--- src/verilog/clk_switch_pkg.sv ---
// Purpose: shared constants and types for the system clock source switch
// Assumes: one 50 MHz core clock; oscillators arrive as sampled levels
// Notes: register offsets and field layouts live here only
package clk_switch_pkg;

   // ****************************************
   // Register map
   // ****************************************
   localparam logic [3:0] OFF_OSC_CONTROL = 4'h0;  // oscillator_control_reg
   localparam logic [3:0] OFF_OSC_STATUS = 4'h1;   // oscillator_status_reg
   localparam logic [3:0] OFF_SWITCH_STATE = 4'h2; // Active source and busy
   localparam int ADDR_W = 4;
   localparam int DATA_W = 8;

   // ****************************************
   // Field layout of the control register
   // ****************************************
   localparam int SEL_LSB = 0;   // system_clock_select, two bits
   localparam int FREQ_LSB = 3;  // internal_freq_select, four bits
   localparam logic [1:0] CTRL_SEL_RESET = 2'h0;
   localparam logic [3:0] CTRL_FREQ_RESET = 4'h7;

   // ****************************************
   // System clock select codes
   // ****************************************
   localparam logic [1:0] SEL_CONFIG = 2'h0;   // Source named by the config word
   localparam logic [1:0] SEL_TIMER = 2'h1;    // Secondary timer oscillator

   // ****************************************
   // Default oscillator configuration codes
   // ****************************************
   localparam logic [2:0] CFG_EXT_HIGH = 3'h7;
   localparam logic [2:0] CFG_EXT_MED = 3'h6;
   localparam logic [2:0] CFG_EXT_LOW = 3'h5;
   localparam logic [2:0] CFG_INTERNAL = 3'h4;
   localparam logic [2:0] CFG_XTAL_HIGH = 3'h2;
   localparam logic [2:0] CFG_XTAL_MED = 3'h1;
   localparam logic [2:0] CFG_XTAL_LOW = 3'h0;

   // ****************************************
   // Clock sources, one bit each in the status register
   // ****************************************
   localparam int SRC_W = 6;
   localparam int SRC_FAST = 0;   // fast_internal_osc_16m
   localparam int SRC_MID = 1;    // mid_internal_osc_500k
   localparam int SRC_SLOW = 2;   // slow_internal_osc_31k
   localparam int SRC_EXT = 3;    // Crystal pin or external clock
   localparam int SRC_TIMER = 4;  // Secondary timer oscillator
   localparam int SRC_PLL = 5;    // internal_pll

   // ****************************************
   // Timing
   // ****************************************
   localparam int CLK_PERIOD_NS = 20;
   localparam int STARTUP_NS = 2000;   // Oscillator start-up wait, plain default
   localparam int STARTUP_CYCLES = (STARTUP_NS + CLK_PERIOD_NS - 1) / CLK_PERIOD_NS;
   localparam int CRYSTAL_STARTUP_NS = 20000;  // oscillator_startup_timer span
   localparam int CRYSTAL_STARTUP_CYCLES =
      (CRYSTAL_STARTUP_NS + CLK_PERIOD_NS - 1) / CLK_PERIOD_NS;

   // Amplifier gain settings
   typedef enum logic [1:0] {
      GAIN_OFF,
      GAIN_LOW,
      GAIN_MED,
      GAIN_HIGH
   } gain_t;

endpackage

--- src/verilog/osc_startup_timer.sv ---
// Purpose: counts an oscillator start-up wait and reports done
// Assumes: start is a one-cycle pulse on core_clk
// Notes: a fresh start restarts the count
`timescale 1ns/1ps
`default_nettype none
module osc_startup_timer #(
   parameter int CYCLES = 100
) (
   input wire logic core_clk,
   input wire logic sys_rst,
   input wire logic start,
   output logic done
);
   import clk_switch_pkg::*;

   // ****************************************
   // State
   // ****************************************
   typedef struct packed {
      logic [15:0] count; // Cycles left
      logic busy;         // Wait running
      logic done;         // One-cycle end pulse
   } timer_state_t;

   timer_state_t st;      // Registered state
   timer_state_t next_st; // Next state

   // Count down while busy
   always_comb begin
      next_st = st;
      next_st.done = 1'b0;
      if (start) begin
         next_st.count = 16'(CYCLES - 1);
         next_st.busy = 1'b1;
      end else if (st.busy) begin
         if (st.count == 16'h0000) begin
            next_st.busy = 1'b0;
            next_st.done = 1'b1;
         end else begin
            next_st.count = st.count - 16'h0001;
         end
      end
   end

   // Register the state
   always_ff @(posedge core_clk) begin
      if (sys_rst) begin
         st <= '0;
      end else begin
         st <= next_st;
      end
   end

   assign done = st.done;
endmodule // osc_startup_timer
`default_nettype wire

--- src/verilog/edge_sync.sv ---
// Purpose: two-flop synchroniser for a sampled oscillator level
// Assumes: input is asynchronous to core_clk
// Notes: edges are found from the second and third stage only
`timescale 1ns/1ps
`default_nettype none
module edge_sync (
   input wire logic core_clk,
   input wire logic sys_rst,
   input wire logic async_in,
   output logic level,
   output logic rise,
   output logic fall
);
   import clk_switch_pkg::*;

   // ****************************************
   // State
   // ****************************************
   typedef struct packed {
      logic meta;  // First stage, read by stage two only
      logic sync;  // Second stage
      logic last;  // Previous synced value
   } sync_state_t;

   sync_state_t st;      // Registered state
   sync_state_t next_st; // Next state

   // Shift chain
   always_comb begin
      next_st.meta = async_in;
      next_st.sync = st.meta;
      next_st.last = st.sync;
   end

   // Register the chain
   always_ff @(posedge core_clk) begin
      if (sys_rst) begin
         st <= '0;
      end else begin
         st <= next_st;
      end
   end

   assign level = st.sync;
   assign rise = st.sync & ~st.last;
   assign fall = ~st.sync & st.last;
endmodule // edge_sync
`default_nettype wire

--- src/verilog/system_clock_source_switch.sv ---
// Purpose: selects and switches the system clock source glitch-free
// Assumes: oscillator outputs arrive as levels sampled by core_clk
// Notes: the gated output clock is a registered level on core_clk
// Notes on behaviour
// - Select field chooses external or internal source
// - Config word picks source after reset
// - Select write switches to timer, internal or config
// - Codes 111/110/101 pick external power range
// - External clock mode skips start-up timer
// - Stopped clock halts logic, keeps state
// - External mode frees crystal out pin
// - Crystal modes set low, medium, high gain
// - Three internal sources: 16M, 500k, 31k; freq code 1110 picks internal_pll instead
// - Powered-down target waits start-up delay first
// - Old falling edge, hold low, new rising
// - Status updated after new clock active
// - Same-source frequency change has no delay
`timescale 1ns/1ps
`default_nettype none
module system_clock_source_switch #(
   parameter int STARTUP_WAIT = clk_switch_pkg::STARTUP_CYCLES,
   parameter int CRYSTAL_WAIT = clk_switch_pkg::CRYSTAL_STARTUP_CYCLES
) (
   input wire logic core_clk,
   input wire logic sys_rst,
   input wire logic [2:0] defaultOscillatorConfig,
   input wire logic [clk_switch_pkg::ADDR_W-1:0] regAddr,
   input wire logic [clk_switch_pkg::DATA_W-1:0] regWdata,
   input wire logic regWrite,
   input wire logic regRead,
   output logic [clk_switch_pkg::DATA_W-1:0] regRdata,
   input wire logic [clk_switch_pkg::SRC_W-1:0] oscIn,
   output logic [clk_switch_pkg::SRC_W-1:0] oscEnable,
   output logic systemClock,
   output logic [1:0] amplifierGain,
   output logic crystalOutIsGpio,
   output logic switchBusy
);
   import clk_switch_pkg::*;

   // ****************************************
   // Types
   // ****************************************
   typedef enum logic [2:0] {
      SW_IDLE,
      SW_STARTUP,
      SW_WAIT_FALL,
      SW_WAIT_RISE,
      SW_STATUS
   } switch_state_t;

   typedef struct packed {
      logic [1:0] clockSelect;     // system_clock_select
      logic [3:0] freqSelect;      // internal_freq_select
      logic [2:0] configLatch;     // Config word caught after reset
      logic booted;                // Config word captured
      logic [2:0] activeSrc;       // Source driving systemClock
      logic [2:0] targetSrc;       // Source being switched to
      logic [3:0] activeFreq;      // Frequency now in effect
      logic [SRC_W-1:0] running;   // Enabled oscillators
      logic [SRC_W-1:0] status;    // oscillator_status_reg
      switch_state_t phase;        // Switch sequence step
      logic busy;                  // Switch in progress
      logic outClock;              // Gated system clock
      logic [1:0] gain;            // Amplifier gain
      logic gpioFree;              // crystal_out_pin freed
      logic [DATA_W-1:0] rdata;    // Read data
   } sw_state_t;

   sw_state_t st;      // Registered state
   sw_state_t next_st; // Next state

   // ****************************************
   // Synchronisers and timer
   // ****************************************
   logic [SRC_W-1:0] oscLevel;  // Synced oscillator levels
   logic [SRC_W-1:0] oscRise;   // Rising edges
   logic [SRC_W-1:0] oscFall;   // Falling edges
   logic timerStart;            // Start-up wait request
   logic timerDone;             // Start-up wait over
   logic timerStartCr;          // Crystal wait request
   logic timerDoneCr;           // Crystal wait over

   // One synchroniser per oscillator line
   genvar g;
   generate
      for (g = 0; g < SRC_W; g++) begin : g_sync
         edge_sync u_sync (
            .core_clk(core_clk),
            .sys_rst(sys_rst),
            .async_in(oscIn[g]),
            .level(oscLevel[g]),
            .rise(oscRise[g]),
            .fall(oscFall[g])
         );
      end
   endgenerate

   // Internal oscillator wait
   osc_startup_timer #(.CYCLES(STARTUP_WAIT)) u_int_timer (
      .core_clk(core_clk),
      .sys_rst(sys_rst),
      .start(timerStart),
      .done(timerDone)
   );

   // Crystal oscillator wait
   osc_startup_timer #(.CYCLES(CRYSTAL_WAIT)) u_xtal_timer (
      .core_clk(core_clk),
      .sys_rst(sys_rst),
      .start(timerStartCr),
      .done(timerDoneCr)
   );

   // ****************************************
   // Decode functions
   // ****************************************
   // Internal frequency code to source line
   function automatic logic [2:0] freqToSrc(input logic [3:0] f);
      if (f == 4'h0) begin
         freqToSrc = 3'(SRC_SLOW);
      end else if (f < 4'h8) begin
         freqToSrc = 3'(SRC_MID);
      end else if (f == 4'hE) begin
         freqToSrc = 3'(SRC_PLL);
      end else begin
         freqToSrc = 3'(SRC_FAST);
      end
   endfunction

   // Selected source from select field and config word
   function automatic logic [2:0] pickSrc(input logic [1:0] sel, input logic [2:0] cfg,
                                           input logic [3:0] f);
      if (sel == SEL_TIMER) begin
         pickSrc = 3'(SRC_TIMER);
      end else if (sel[1]) begin
         pickSrc = freqToSrc(f);
      end else if (cfg == CFG_INTERNAL) begin
         pickSrc = freqToSrc(f);
      end else begin
         pickSrc = 3'(SRC_EXT);
      end
   endfunction

   // Config code to amplifier gain
   function automatic gain_t gainOf(input logic [2:0] cfg);
      case (cfg)
         CFG_XTAL_LOW: gainOf = GAIN_LOW;
         CFG_XTAL_MED: gainOf = GAIN_MED;
         CFG_XTAL_HIGH: gainOf = GAIN_HIGH;
         default: gainOf = GAIN_OFF;
      endcase
   endfunction

   // External clock mode codes
   function automatic logic isExtClock(input logic [2:0] cfg);
      isExtClock = (cfg == CFG_EXT_HIGH) || (cfg == CFG_EXT_MED) ||
                   (cfg == CFG_EXT_LOW);
   endfunction

   // ****************************************
   // Next-state logic
   // ****************************************
   logic [2:0] wantSrc;      // Source the registers ask for
   logic needSwitch;         // Request differs from what runs
   logic sameSource;         // Only divider changes

   always_comb begin
      next_st = st;
      timerStart = 1'b0;
      timerStartCr = 1'b0;
      wantSrc = pickSrc(st.clockSelect, st.configLatch, st.freqSelect);
      needSwitch = (wantSrc != st.activeSrc) || (st.freqSelect != st.activeFreq);
      sameSource = (wantSrc == st.activeSrc);

      // Capture config word once, after reset release
      if (!st.booted) begin
         next_st.booted = 1'b1;
         next_st.configLatch = defaultOscillatorConfig;
         next_st.activeSrc = pickSrc(SEL_CONFIG, defaultOscillatorConfig,
                                     CTRL_FREQ_RESET);
         next_st.activeFreq = CTRL_FREQ_RESET;
         next_st.gain = gainOf(defaultOscillatorConfig);
         next_st.gpioFree = isExtClock(defaultOscillatorConfig);
         next_st.running[pickSrc(SEL_CONFIG, defaultOscillatorConfig, CTRL_FREQ_RESET)] = 1'b1;
         next_st.running[SRC_SLOW] = 1'b1;
      end

      // Register writes
      if (regWrite && regAddr == OFF_OSC_CONTROL) begin
         next_st.clockSelect = regWdata[SEL_LSB +: 2];
         next_st.freqSelect = regWdata[FREQ_LSB +: 4];
      end

      // Switch sequencer
      case (st.phase)
         SW_IDLE: begin
            if (st.booted && needSwitch) begin
               next_st.targetSrc = wantSrc;
               if (sameSource) begin
                  // Same oscillator, only the tap moves
                  next_st.activeFreq = st.freqSelect;
               end else if (st.running[wantSrc]) begin
                  next_st.phase = SW_WAIT_FALL;
               end else begin
                  next_st.running[wantSrc] = 1'b1;
                  next_st.phase = SW_STARTUP;
                  if (wantSrc == 3'(SRC_EXT) && !isExtClock(st.configLatch)) begin
                     timerStartCr = 1'b1;
                  end else if (wantSrc != 3'(SRC_EXT)) begin
                     timerStart = 1'b1;
                  end else begin
                     // External clock needs no start-up wait
                     next_st.phase = SW_WAIT_FALL;
                  end
               end
            end
         end
         SW_STARTUP: begin
            if (timerDone || timerDoneCr) begin
               next_st.phase = SW_WAIT_FALL;
            end
         end
         SW_WAIT_FALL: begin
            // Hand over only on a low phase of the old clock
            if (oscFall[st.activeSrc]) begin
               next_st.outClock = 1'b0;
               next_st.phase = SW_WAIT_RISE;
            end
         end
         SW_WAIT_RISE: begin
            if (oscRise[st.targetSrc]) begin
               next_st.activeSrc = st.targetSrc;
               next_st.activeFreq = st.freqSelect;
               next_st.phase = SW_STATUS;
            end
         end
         SW_STATUS: begin
            // Retire the old oscillator, keep the slow one for sleep
            for (int i = 0; i < SRC_W; i++) begin
               next_st.running[i] = (3'(i) == st.activeSrc) || (i == SRC_SLOW);
            end
            next_st.phase = SW_IDLE;
         end
         default: begin
            next_st.phase = SW_IDLE;
         end
      endcase

      // Output clock follows the active source unless held low
      // A stopped source freezes the output; all state is kept
      if (st.phase != SW_WAIT_RISE && !(st.phase == SW_WAIT_FALL && oscFall[st.activeSrc])) begin
         next_st.outClock = oscLevel[st.activeSrc];
      end

      // Status shows every enabled oscillator, toggling or not
      // Loaded at boot too, so it never reads empty while sources run
      if (st.phase == SW_STATUS || !st.booted) begin
         next_st.status = next_st.running & oscLevel | next_st.running;
      end
      next_st.busy = (next_st.phase != SW_IDLE); // Busy pin straight from a flop

      // Read data, valid the cycle after the strobe
      next_st.rdata = '0;
      if (regRead) begin
         case (regAddr)
            OFF_OSC_CONTROL: next_st.rdata = DATA_W'({st.freqSelect, 1'b0, st.clockSelect});
            OFF_OSC_STATUS: next_st.rdata = DATA_W'(st.status);
            OFF_SWITCH_STATE: next_st.rdata = DATA_W'({st.phase != SW_IDLE, st.activeSrc});
            default: next_st.rdata = '0;
         endcase
      end
   end

   // ****************************************
   // State register
   // ****************************************
   always_ff @(posedge core_clk) begin
      if (sys_rst) begin
         st <= '0;
         st.clockSelect <= CTRL_SEL_RESET;
         st.freqSelect <= CTRL_FREQ_RESET;
         st.activeFreq <= CTRL_FREQ_RESET;
         st.phase <= SW_IDLE;
      end else begin
         st <= next_st;
      end
   end

   // ****************************************
   // Outputs, all from flip-flops
   // ****************************************
   assign regRdata = st.rdata;
   assign oscEnable = st.running;
   assign systemClock = st.outClock;
   assign amplifierGain = st.gain;
   assign crystalOutIsGpio = st.gpioFree;
   assign switchBusy = st.busy;
endmodule // system_clock_source_switch
`default_nettype wire

--- config.mk ---
export PLATFORM = sky130hd
export DESIGN_NAME = system_clock_source_switch
export DESIGN_NICKNAME = d
export VERILOG_FILES = /design/src/verilog/clk_switch_pkg.sv /design/src/verilog/osc_startup_timer.sv /design/src/verilog/edge_sync.sv /design/src/verilog/system_clock_source_switch.sv
export SDC_FILE = /design/constraint.sdc
export NUM_CORES = 1
export LEC_CHECK = 0
export CAP_MARGIN = 20
export CORE_MARGIN = 1
export CORE_UTILIZATION = 57
export DETAILED_ROUTE_END_ITERATION = 16
export DONT_BUFFER_PORTS = 1
export PLACE_DENSITY = 0.87
export SLEW_MARGIN = 40
export SYNTH_ARGS = -nofsm -noshare
export SYNTH_HDL_FRONTEND = slang
export SYNTH_SLANG_ARGS = --single-unit
export TNS_END_PERCENT = 1
--- constraint.sdc ---
create_clock -name core_clk -period 2.3 [get_ports core_clk]
set_clock_uncertainty 0.15 [all_clocks]
set_input_delay 0.23 -clock core_clk [delete_from_list [all_inputs] [get_ports core_clk]]
set_output_delay 0.23 -clock core_clk [all_outputs]
set_load 0.01 [all_outputs]
==> flow_metrics.py, run 1 <==
metrics = {
    "status": {
        "status": "finished with violations",
        "violations": "setup timing",
    },
    "global_routing": {
        "grt_max_degree": 75,
        "antenna_found_initial": 0,
        "grt_pass1_vias": 4149,
        "grt_use_total_pct": 28.3,
        "grt-ovfl-total": 0,
        "grt_pass1_wl_um": 19400,
    },
    "min_path": {
        "whs_path_depth": 3,
        "hold_path.class": "in2reg",
    },
    "layout": {
        "layout.nets": 617,
        "fin_cells": 699,
        "num_antenna_cells": 0,
        "drive_gt1_share_pct": 15.3,
        "syn_to_final_growth_pct": 16.2,
    },
    "worst_setup_path": {
        "cp.required_ns": 2.46,
        "cp-end-kind": "flop",
        "cp.depth": 7,
        "worst-path-buf-inv": 1,
        "path_cells": "or3_4 > or4b_4 > o211ai_4 > o21ai_4 > a41oi_2 > buf_4 > a21boi_2",
        "critical_path.max_stage_delay_ns": 0.51,
        "start_kind": "flop",
        "critPathKind": "reg2reg",
        "path_max_fanout": 5,
        "crit_family": "simple AND/OR/NAND/NOR gates",
        "worstRegToRegCells": 7,
        "crit_slowest_cell": "or4b_4",
        "cp_data_arrival_time_ns": 2.53,
    },
    "placement": {
        "dp_cells": 653,
        "place.port_buffers": 0,
        "gp_congestion": 0.994,
        "hpwlAfterDp_um": 7500,
        "place_ws_ns": -0.0899,
    },
    "sta": {
        "worst_pin_slew_ns": 0.606,
        "worst_slack_ns": -0.0636,
        "rsz0062_at_grt": "true",
        "slew_headroom_pct": 59.3,
        "drv_slew": 0,
        "setup_viol": 17,
        "hold_viol": 0,
        "fin_crit_ns": 2.36,
        "fmax_mhz": 423,
        "finalCritPeriodShare_pct": 103,
    },
    "routing": {
        "antenna_left": 0,
        "drcViolationCount": 0,
        "drt_iter0_markers": 247,
        "wl_um": 11900,
        "via_count": 4189,
        "wire_per_inst_um": 17.1,
        "vias_per_cell": 5.99,
        "drt_pass1_iterations": 5,
    },
    "die": {
        "start_util_pct": 58.7,
        "io_pins": 44,
        "core_region_area_mm2": 0.00818,
        "die-area_mm2": 0.00879,
        "die_w_um": 93.8,
        "num_rows": 33,
        "fp.dieH_um": 93.8,
    },
    "clock_network": {
        "clockBufferDepth": 2,
        "clk_pin_slew_ns": 0.10,
        "htreeDepth": 3,
        "ctsRootBufferMaster": "clkbuf_8",
        "cts_tree": "done",
        "clk-insertion-delay-late_ns": 0.37,
        "numCtsBuffers": 9,
        "cts_sinks": 101,
    },
    "logic_synthesis": {
        "netlist_area_mm2": 0.00480,
        "ys_types": 72,
        "async_flop_share_pct": 0,
        "postSynthCellCount": 552,
        "postSynthAreaPerCell_um2": 8.70,
        "yosysSeqAreaShare_pct": 42.1,
        "syn_nets": 580,
        "synth_edf_count": 0,
        "synth_top_area_share_pct": 42.1,
        "yosys_warnings": 0,
        "yosysMostFrequentCell": "dfxtp_1",
        "synth.largest_area_cell": "dfxtp_1",
        "ys_seq_elements": 101,
        "synth_common_cells": "dfxtp_1, nor2_1, a21oi_1",
        "synth_ff_type": "dfxtp_1",
        "yosys-top-cells-area": "dfxtp_1, a21oi_1, xor2_1, nor2_1, mux2i_1",
    },
    "power_and_ir_drop": {
        "power_density_mw_per_mm2": 696,
        "ir_worst_vdd_mv": 0.303,
        "p_total_w": 0.00388,
        "p_leak_nw": 2.31,
    },
    "job": {
        "drv_cap": 0,
    },
}
## cell families (layout without fill, tap and decap cells)
logic type | count (synthesis) | in the layout | share of synthesized area (%)
compound gates | 106 | 106 | 15.3
xor+xnor | 34 | 34 | 6.20
fa+ha+maj | 3 | 3 | 0.782
buf+inv | 66 | 108 | 6.72
flops | 101 | 101 | 42.1
mux | 18 | 18 | 4.07
other cells | 1 | 1 | 0.0781
simple gates | 223 | 223 | 24.7
## cells in the final DEF, fill, tap and decap left out, types with 3 or more instances in the layout
master	n
nor2_1	50
xor2_1	22
or3_1	4
nand3b_1	3
or2_2	5
dlygate4sd3_1	27
mux2i_1	15
a211oi_1	4
a311oi_1	3
a31oi_1	4
nand4_1	4
and2_1	13
inv_1	20
buf_4	42
xnor2_1	12
dfxtp_1	99
nor2b_1	22
nand3_1	19
o211ai_1	3
and3_1	10
nand2_1	30
nand2b_1	7
ha_1	3
clkbuf_8	9
o22ai_1	4
nor3_1	27
o21ai_0	7
a21oi_1	42
nor4_1	10
o2111ai_1	4
nor4b_1	3
o31ai_1	3
a21oi_2	3
## sequential cells by signal, indices dropped and copies added, names as in the netlist
name,cells
amplifierGain,2
crystalOutIsGpio,1
g_sync.u_sync.level,6
g_sync.u_sync.next_st,6
g_sync.u_sync.st,6
oscEnable,6
regRdata,7
st,29
switchBusy,1
systemClock,1
u_int_timer.done,1
u_int_timer.st,17
u_xtal_timer.done,1
u_xtal_timer.st,17
## worst reg2reg max path, stage by stage, from the launching register on
cell	delay [ns]
dfxtp_2	0.35
or3_4	0.42
or4b_4	0.51
o211ai_4	0.11
o21ai_4	0.13
a41oi_2	0.32
buf_4	0.18
a21boi_2	0.14
## where the power goes
part | internal (W) | switching (W)
combinational | 0.000346 | 0.000402
sequential | 0.00186 | 0.000119
clock | 0.000518 | 0.000635
total | 0.00273 | 0.00116
## through the flow
step | instance area [µm²] | utilization [%] | hold WS, ns | setup TNS (ns)
floorplan | 4800 | - | 0.208 | 0
global placement | 5000 | 61.1 | 0.156 | -0.279
detailed placement | 5000 | 61.1 | 0.158 | -0.857
CTS | 5520 | 67.5 | 0.000122 | -0.0226
global route | 5580 | 68.2 | 0.00560 | -2.11
finish | 5580 | 68.2 | 0.00938 | -0.463
## final timing paths
path                                     from                      to  slack (ns)
hold / removal                     regAddr[3]             regRdata[2]       0.009
hold reg to reg   g_sync[3].u_sync.next_st[1]  g_sync[3].u_sync.level        0.29
setup reg to reg                       st[42]       u_int_timer.st[5]       -0.06
setup / recovery                       st[42]       u_int_timer.st[5]       -0.06
## metal layers
layer | share of wire, % | vias to the layer above | track usage, %
met1 | 39 | 1978 | 31.6
met4 | 4.3 | 0 | 16.2
met2 | 49 | 171 | 48.7
met5 | 0 | - | 0
met3 | 6.9 | 44 | 7.20
li1 | - | 1996 | -
## cell type report
cell class,instances,area (µm²)
fillers,603,2600
multi-input cells,385,2510
flip-flops and latches,101,2020
repair buffers,71,624
well taps,105,131
clock buffers,9,124
clock inverters,7,80.1
inverters,21,78.8
## repair_timing
action / in CTS / in global routing
hold buffers: 28 / 0
gates resized for setup: 2 / 14
endpoints found under the hold margin: 77 / 0
pin swaps: 2 / 3
endpoints found under the setup margin: 15 / 48
buffers inserted: 1 / 1
Power figures use the tool's default switching activity.
==> run 2: changes to the inputs <==
--- a/config.mk
+++ b/config.mk
@@ -5,12 +5,12 @@
 export SDC_FILE = /design/constraint.sdc
 export NUM_CORES = 1
 export LEC_CHECK = 0
+export BUFFER_PORTS_ARGS = -buffer_cell sky130_fd_sc_hd__buf_2
 export CAP_MARGIN = 20
 export CORE_MARGIN = 1
-export CORE_UTILIZATION = 57
+export CORE_UTILIZATION = 59
 export DETAILED_ROUTE_END_ITERATION = 16
-export DONT_BUFFER_PORTS = 1
-export PLACE_DENSITY = 0.87
+export PLACE_DENSITY = 0.91
 export SLEW_MARGIN = 40
 export SYNTH_ARGS = -nofsm -noshare
 export SYNTH_HDL_FRONTEND = slang
==> constraint.sdc (replaced) <==
create_clock -name core_clk -period 2.6 [get_ports core_clk]
set_clock_uncertainty 0.15 [all_clocks]
set_input_delay 0.26 -clock core_clk [delete_from_list [all_inputs] [get_ports core_clk]]
set_output_delay 0.26 -clock core_clk [all_outputs]
set_load 0.01 [all_outputs]
==> flow_metrics.py, run 2 (synthesis gave the netlist of run 1 again) <==
metrics = {
    "worst_setup_path": {
        "r2r_start": "st[41]",
        "path_cells": "or3b_1 > a2111oi_2 > o2bb2ai_1 > a21oi_2 > a41oi_2 > buf_4 > a21boi_0",
        "crit_slowest_cell": "or3b_1",
        "start_kind": "flop",
        "path_max_fanout": 12,
        "crit_family": "compound AO/OA/AOI/OAI gates",
        "worst-path-buf-inv": 1,
        "crit_start": "st[41]",
        "cp-end-kind": "flop",
        "cp_data_arrival_time_ns": 2.63,
        "rr_endpoint": "u_int_timer.st[5]",
        "worstRegToRegCells": 7,
        "cp.required_ns": 2.75,
        "regToRegSetupSlack_ns": 0.12,
        "critPathKind": "reg2reg",
        "critical_path.max_stage_delay_ns": 0.51,
    },
    "placement": {
        "place.port_buffers": 40,
        "place_ws_ns": 0.0296,
        "gp_congestion": 0.905,
        "hpwlAfterDp_um": 7760,
    },
    "clock_network": {
        "clk-insertion-delay-late_ns": 0.37,
        "clk_pin_slew_ns": 0.09,
        "htreeDepth": 3,
        "cts_tree": "done",
        "clockBufferDepth": 2,
        "ctsRootBufferMaster": "clkbuf_8",
        "cts_sinks": 101,
        "numCtsBuffers": 9,
        "cts_setup_buffers": 0,
    },
    "power_and_ir_drop": {
        "ir_worst_vdd_mv": 0.343,
        "power_density_mw_per_mm2": 673,
        "p_leak_nw": 2.36,
    },
    "min_path": {
        "min_to": "st[40]",
        "hp-start": "defaultOscillatorConfig[1]",
        "hold_path.class": "in2reg",
        "whs_path_depth": 3,
    },
    "layout": {
        "syn_to_final_growth_pct": 13.8,
        "largest_register": "st",
        "layout.nets": 621,
        "drive_gt1_share_pct": 16.8,
        "final_cell_mix": "dfxtp_1, nor2_1, a21oi_1",
        "layout_commonest_cell": "dfxtp_1",
        "top_regs": "st x29, u_int_timer.st x17, u_xtal_timer.st x17",
        "largest_register_ffs": 29,
        "num_antenna_cells": 0,
    },
    "sta": {
        "holdWs_ns": 0.0403,
        "setup_viol": 0,
        "timing.setup.tns_ns": 0,
        "worst_pin_slew_ns": 0.579,
        "drv_slew": 0,
        "rsz0062_at_grt": "false",
        "slew_headroom_pct": 61.3,
        "worst_slack_ns": 0.120,
        "fmax_mhz": 403,
        "fin_crit_ns": 2.48,
        "finalCritPeriodShare_pct": 95.4,
        "hold_viol": 0,
    },
    "routing": {
        "wire_per_inst_um": 16.2,
        "antenna_left": 0,
        "drcViolationCount": 0,
        "via_count": 4148,
        "drt_pass1_iterations": 6,
        "vias_per_cell": 5.93,
        "wl_um": 11300,
        "drt_iter0_markers": 467,
    },
    "global_routing": {
        "grt_use_total_pct": 27.4,
        "grt_pass1_vias": 3903,
        "antenna_found_initial": 0,
        "grt_pass1_wl_um": 18400,
        "grt_max_degree": 36,
        "grt-ovfl-total": 0,
    },
    "die": {
        "fp.dieH_um": 92.2,
        "core_region_area_mm2": 0.00781,
        "io_pins": 44,
        "die-area_mm2": 0.00850,
        "die_w_um": 92.2,
        "start_util_pct": 61.5,
        "num_rows": 32,
    },
    "job": {
        "drv_cap": 0,
    },
    "status": {
        "status": "finished clean",
    },
}
-- run 2: cell types whose count changed in the layout (fill, tap and decap cells not counted), moves of 2 or more --
cell / before / now
buf_2: 0 / 40
buf_4: 42 / 23
dlygate4sd3_1: 27 / 12
bufinv_16: 1 / 4
a21oi_1: 42 / 44
a21oi_2: 3 / 1
dfxtp_1: 99 / 101
dfxtp_2: 2 / 0
-- run 2: worst max-delay path by stage --
| stage | endpoint | slack [ns] | cells after the start |
|---|---|---|---|
| after detailed placement | st[30] | 0.03 | 6 |
| after global placement | st[29] | 0.13 | 6 |
| after floorplan | st[28] | 0.29 | 7 |
| after CTS | st[30] | 0.01 | 6 |
| after global routing | st[29] | 0.008 | 6 |
| final | u_int_timer.st[5] | 0.12 | 7 |
-- run 2: cell type report --
class | count | area (µm²)
Clock inverter | 6 | 134
Tap cell | 102 | 128
Inverter | 21 | 78.8
Timing Repair Buffer | 75 | 493
Multi-Input combinational cell | 385 | 2480
Fill cell | 626 | 2340
Sequential cell | 101 | 2020
Clock buffer | 9 | 124
-- run 2: repair_timing --
| action | 4_1_cts | 5_1_grt |
|---|---|---|
| endpoints found under the setup margin | 0 | 13 |
| endpoints found under the hold margin | 12 | 0 |
| resized for setup | 0 | 3 |
| hold buffers | 12 | 0 |
-- run 2: through the flow --
step | instance area [µm²] | power (W) | instances | util, %
detailed placement | 5060 | 0.00240 | 672 | 64.9
global placement | 5060 | 0.00236 | 672 | 64.8
finish | 5460 | 0.00368 | 699 | 70.0
global route | 5460 | 0.00383 | 699 | 70.0
CTS | 5440 | 0.00366 | 699 | 69.7
floorplan | 4800 | 0.00223 | 552 | -
-- run 2: power breakdown --
group	leakage, nW	switching [W]	internal (W)
registers	0.824	0.000103	0.00165
logic	1.40	0.000375	0.000285
clock network	0.130	0.000532	0.000733
total	2.36	0.00101	0.00267
-- run 2: worst min-delay path, stage by stage --
cell and delay [ns]:
buf_2 0.12, mux2i_1 0.07, nor2_1 0.07
-- run 2: per-layer routing --
layer / part of all wire (%) / vias to the layer above / routed length [µm] / track usage, %
met5: 0 / - / 0 / 0
met4: 1.8 / 0 / 205 / 9.90
met3: 5.8 / 22 / 656 / 4.73
met2: 49 / 149 / 5580 / 48.0
met1: 43 / 1974 / 4870 / 33.7
li1: - / 2003 / - / -
==> run 3: changes to the inputs <==
==> constraint.sdc (replaced) <==
create_clock -name core_clk -period 2.6 [get_ports core_clk]
set_clock_uncertainty 0.15 [all_clocks]
set_input_delay 0.13 -clock core_clk [delete_from_list [all_inputs] [get_ports core_clk]]
set_output_delay 0.13 -clock core_clk [all_outputs]
set_load 0.01 [all_outputs]
==> flow_metrics.py, run 3 (synthesis gave the netlist of run 1 again) <==
metrics = {
    "power_and_ir_drop": {
        "p_leak_nw": 2.36,
        "power_density_mw_per_mm2": 616,
        "ir_worst_vdd_mv": 0.455,
    },
    "placement": {
        "gp_congestion": 0.906,
        "dp_cells": 673,
        "place.port_buffers": 40,
        "dpl_cell_area_mm2": 0.00507,
        "hpwlAfterDp_um": 7780,
    },
    "worst_setup_path": {
        "crit_slowest_cell": "or4_1",
        "crit_path_end": "u_int_timer.st[16]",
        "cp_data_arrival_time_ns": 2.55,
        "path_cells": "or4_1 > nand2_1 > o211ai_2 > o21ai_4 > a41oi_2 > buf_4 > and2_1",
        "crit_start": "st[45]",
        "regToRegSetupSlack_ns": 0.16,
        "critical_path.max_stage_delay_ns": 0.57,
        "cp.depth": 7,
        "crit_family": "simple AND/OR/NAND/NOR gates",
        "cp-end-kind": "flop",
        "rr_endpoint": "u_int_timer.st[16]",
        "cp.required_ns": 2.71,
        "r2r_start": "st[45]",
        "path_max_fanout": 9,
        "worst-path-buf-inv": 1,
        "critPathKind": "reg2reg",
        "start_kind": "flop",
        "worstRegToRegCells": 7,
    },
    "routing": {
        "top_layer": "met4",
        "drcViolationCount": 0,
        "wl_met2_um": 5620,
        "wl_um": 11300,
        "met3WireLength_um": 735,
        "via_count": 4262,
        "met1Wirelength_um": 4690,
        "drt_iter0_markers": 347,
        "vias_per_cell": 5.99,
        "drt_pass1_iterations": 5,
        "wire_per_inst_um": 15.9,
        "antenna_left": 0,
    },
    "clock_network": {
        "clockBufferDepth": 2,
        "clk_pin_slew_ns": 0.09,
        "htreeDepth": 3,
        "cts_sinks": 101,
        "cts_tree": "done",
        "numCtsBuffers": 9,
        "ctsRootBufferMaster": "clkbuf_8",
        "clk-insertion-delay-late_ns": 0.36,
    },
    "sta": {
        "rsz0062_at_grt": "false",
        "worst_pin_slew_ns": 0.572,
        "setup_viol": 0,
        "timing.setup.tns_ns": 0,
        "fmax_mhz": 409,
        "finalCritPeriodShare_pct": 94.0,
        "drv_slew": 0,
        "slew_headroom_pct": 61.3,
        "hold_viol": 0,
        "fin_crit_ns": 2.44,
    },
    "layout": {
        "drive_gt1_share_pct": 16.6,
        "layout_commonest_cell": "dfxtp_1",
        "multi_input_area_mm2": 0.00247,
        "top_regs": "st x29, u_int_timer.st x17, u_xtal_timer.st x17",
        "regArea_mm2": 0.00202,
        "syn_to_final_growth_pct": 14.7,
        "n_fill_cell": 572,
        "postLayoutCellArea_mm2": 0.00551,
        "layout.nets": 633,
        "largest_register": "st",
        "final_cell_mix": "dfxtp_1, nor2_1, a21oi_1",
        "fin_cells": 711,
        "num_antenna_cells": 0,
        "largest_register_ffs": 29,
    },
    "global_routing": {
        "grt_pass1_vias": 3978,
        "grt_pass1_wl_um": 18600,
        "antenna_found_initial": 0,
        "grt_max_degree": 34,
        "grt-ovfl-total": 0,
        "grt_use_total_pct": 27.8,
    },
    "die": {
        "num_rows": 32,
        "die_w_um": 92.2,
        "core_region_area_mm2": 0.00781,
        "die-area_mm2": 0.00850,
        "io_pins": 44,
        "fp.dieH_um": 92.2,
        "start_util_pct": 61.5,
    },
    "min_path": {
        "hold_path.class": "in2reg",
    },
    "job": {
        "drv_cap": 0,
    },
    "status": {
        "status": "finished clean",
    },
}
run 3: worst reg2reg max path: cells and delay by family, from the launching register on:
family | cells | cell delay [ns]
and+or+nand+nor | 3 | 0.87
DFF | 1 | 0.39
buffers and inverters | 1 | 0.22
AOI/OAI and AO/OA | 3 | 0.72
run 3: what timing repair did:
item / 4_1_cts / 5_1_grt
endpoints found under the hold margin: 22 / 0
setup buffers: 0 / 0
setup endpoints to repair: 0 / 16
hold buffers: 23 / 0
gates resized for setup: 0 / 2
run 3: worst min-delay path by stage:
| stage | from | end | slack [ns] | cells after the start |
|---|---|---|---|---|
| 6_report | regAddr[2] | regRdata[2] | 0.001 | 4 |
| 3_5_place_dp | oscIn[3] | g_sync[3].u_sync.next_st[1] | 0.20 | 2 |
| 4_1_cts | regAddr[2] | regRdata[2] | 0.003 | 4 |
| 5_1_grt | regAddr[0] | regRdata[4] | 0.02 | 3 |
| 3_3_place_gp | oscIn[4] | g_sync[4].u_sync.next_st[1] | 0.19 | 2 |
| 2_1_floorplan | oscIn[0] | g_sync[0].u_sync.next_st[1] | 0.11 | 1 |
run 3: stage by stage:
| stage | power [W] | worst slack (ns) | util, % | hold WS (ns) |
|---|---|---|---|---|
| global placement | 0.00236 | 0.155 | 64.9 | 0.186 |
| detailed placement | 0.00239 | 0.0826 | 65.0 | 0.197 |
| floorplan | 0.00223 | 0.286 | - | 0.108 |
| CTS | 0.00339 | 0.0671 | 70.4 | 0.00300 |
| global route | 0.00355 | 0.0195 | 70.5 | 0.0197 |
| finish | 0.00339 | 0.157 | 70.5 | 0.00120 |
run 3: layer usage:
metal	global-route usage, %	vias up
met4	9.38	0
met5	0	-
met3	6.55	28
li1	-	2026
met1	33.7	2025
met2	48.2	183
run 3: cell type report:
type	instances	share of cell area [%]
clock inverter	5	1.07
multi-input combinational	385	44.9
sequential	101	36.7
tap	102	2.32
timing repair buffer	87	11.1
inverter	21	1.43
clock buffer	10	2.50
run 3: power by group:
part           internal (W)  switching, W  leakage [nW]
Sequential          0.00165     0.0000964         0.824
Clock              0.000468      0.000530        0.0948
Combinational      0.000289      0.000362          1.44
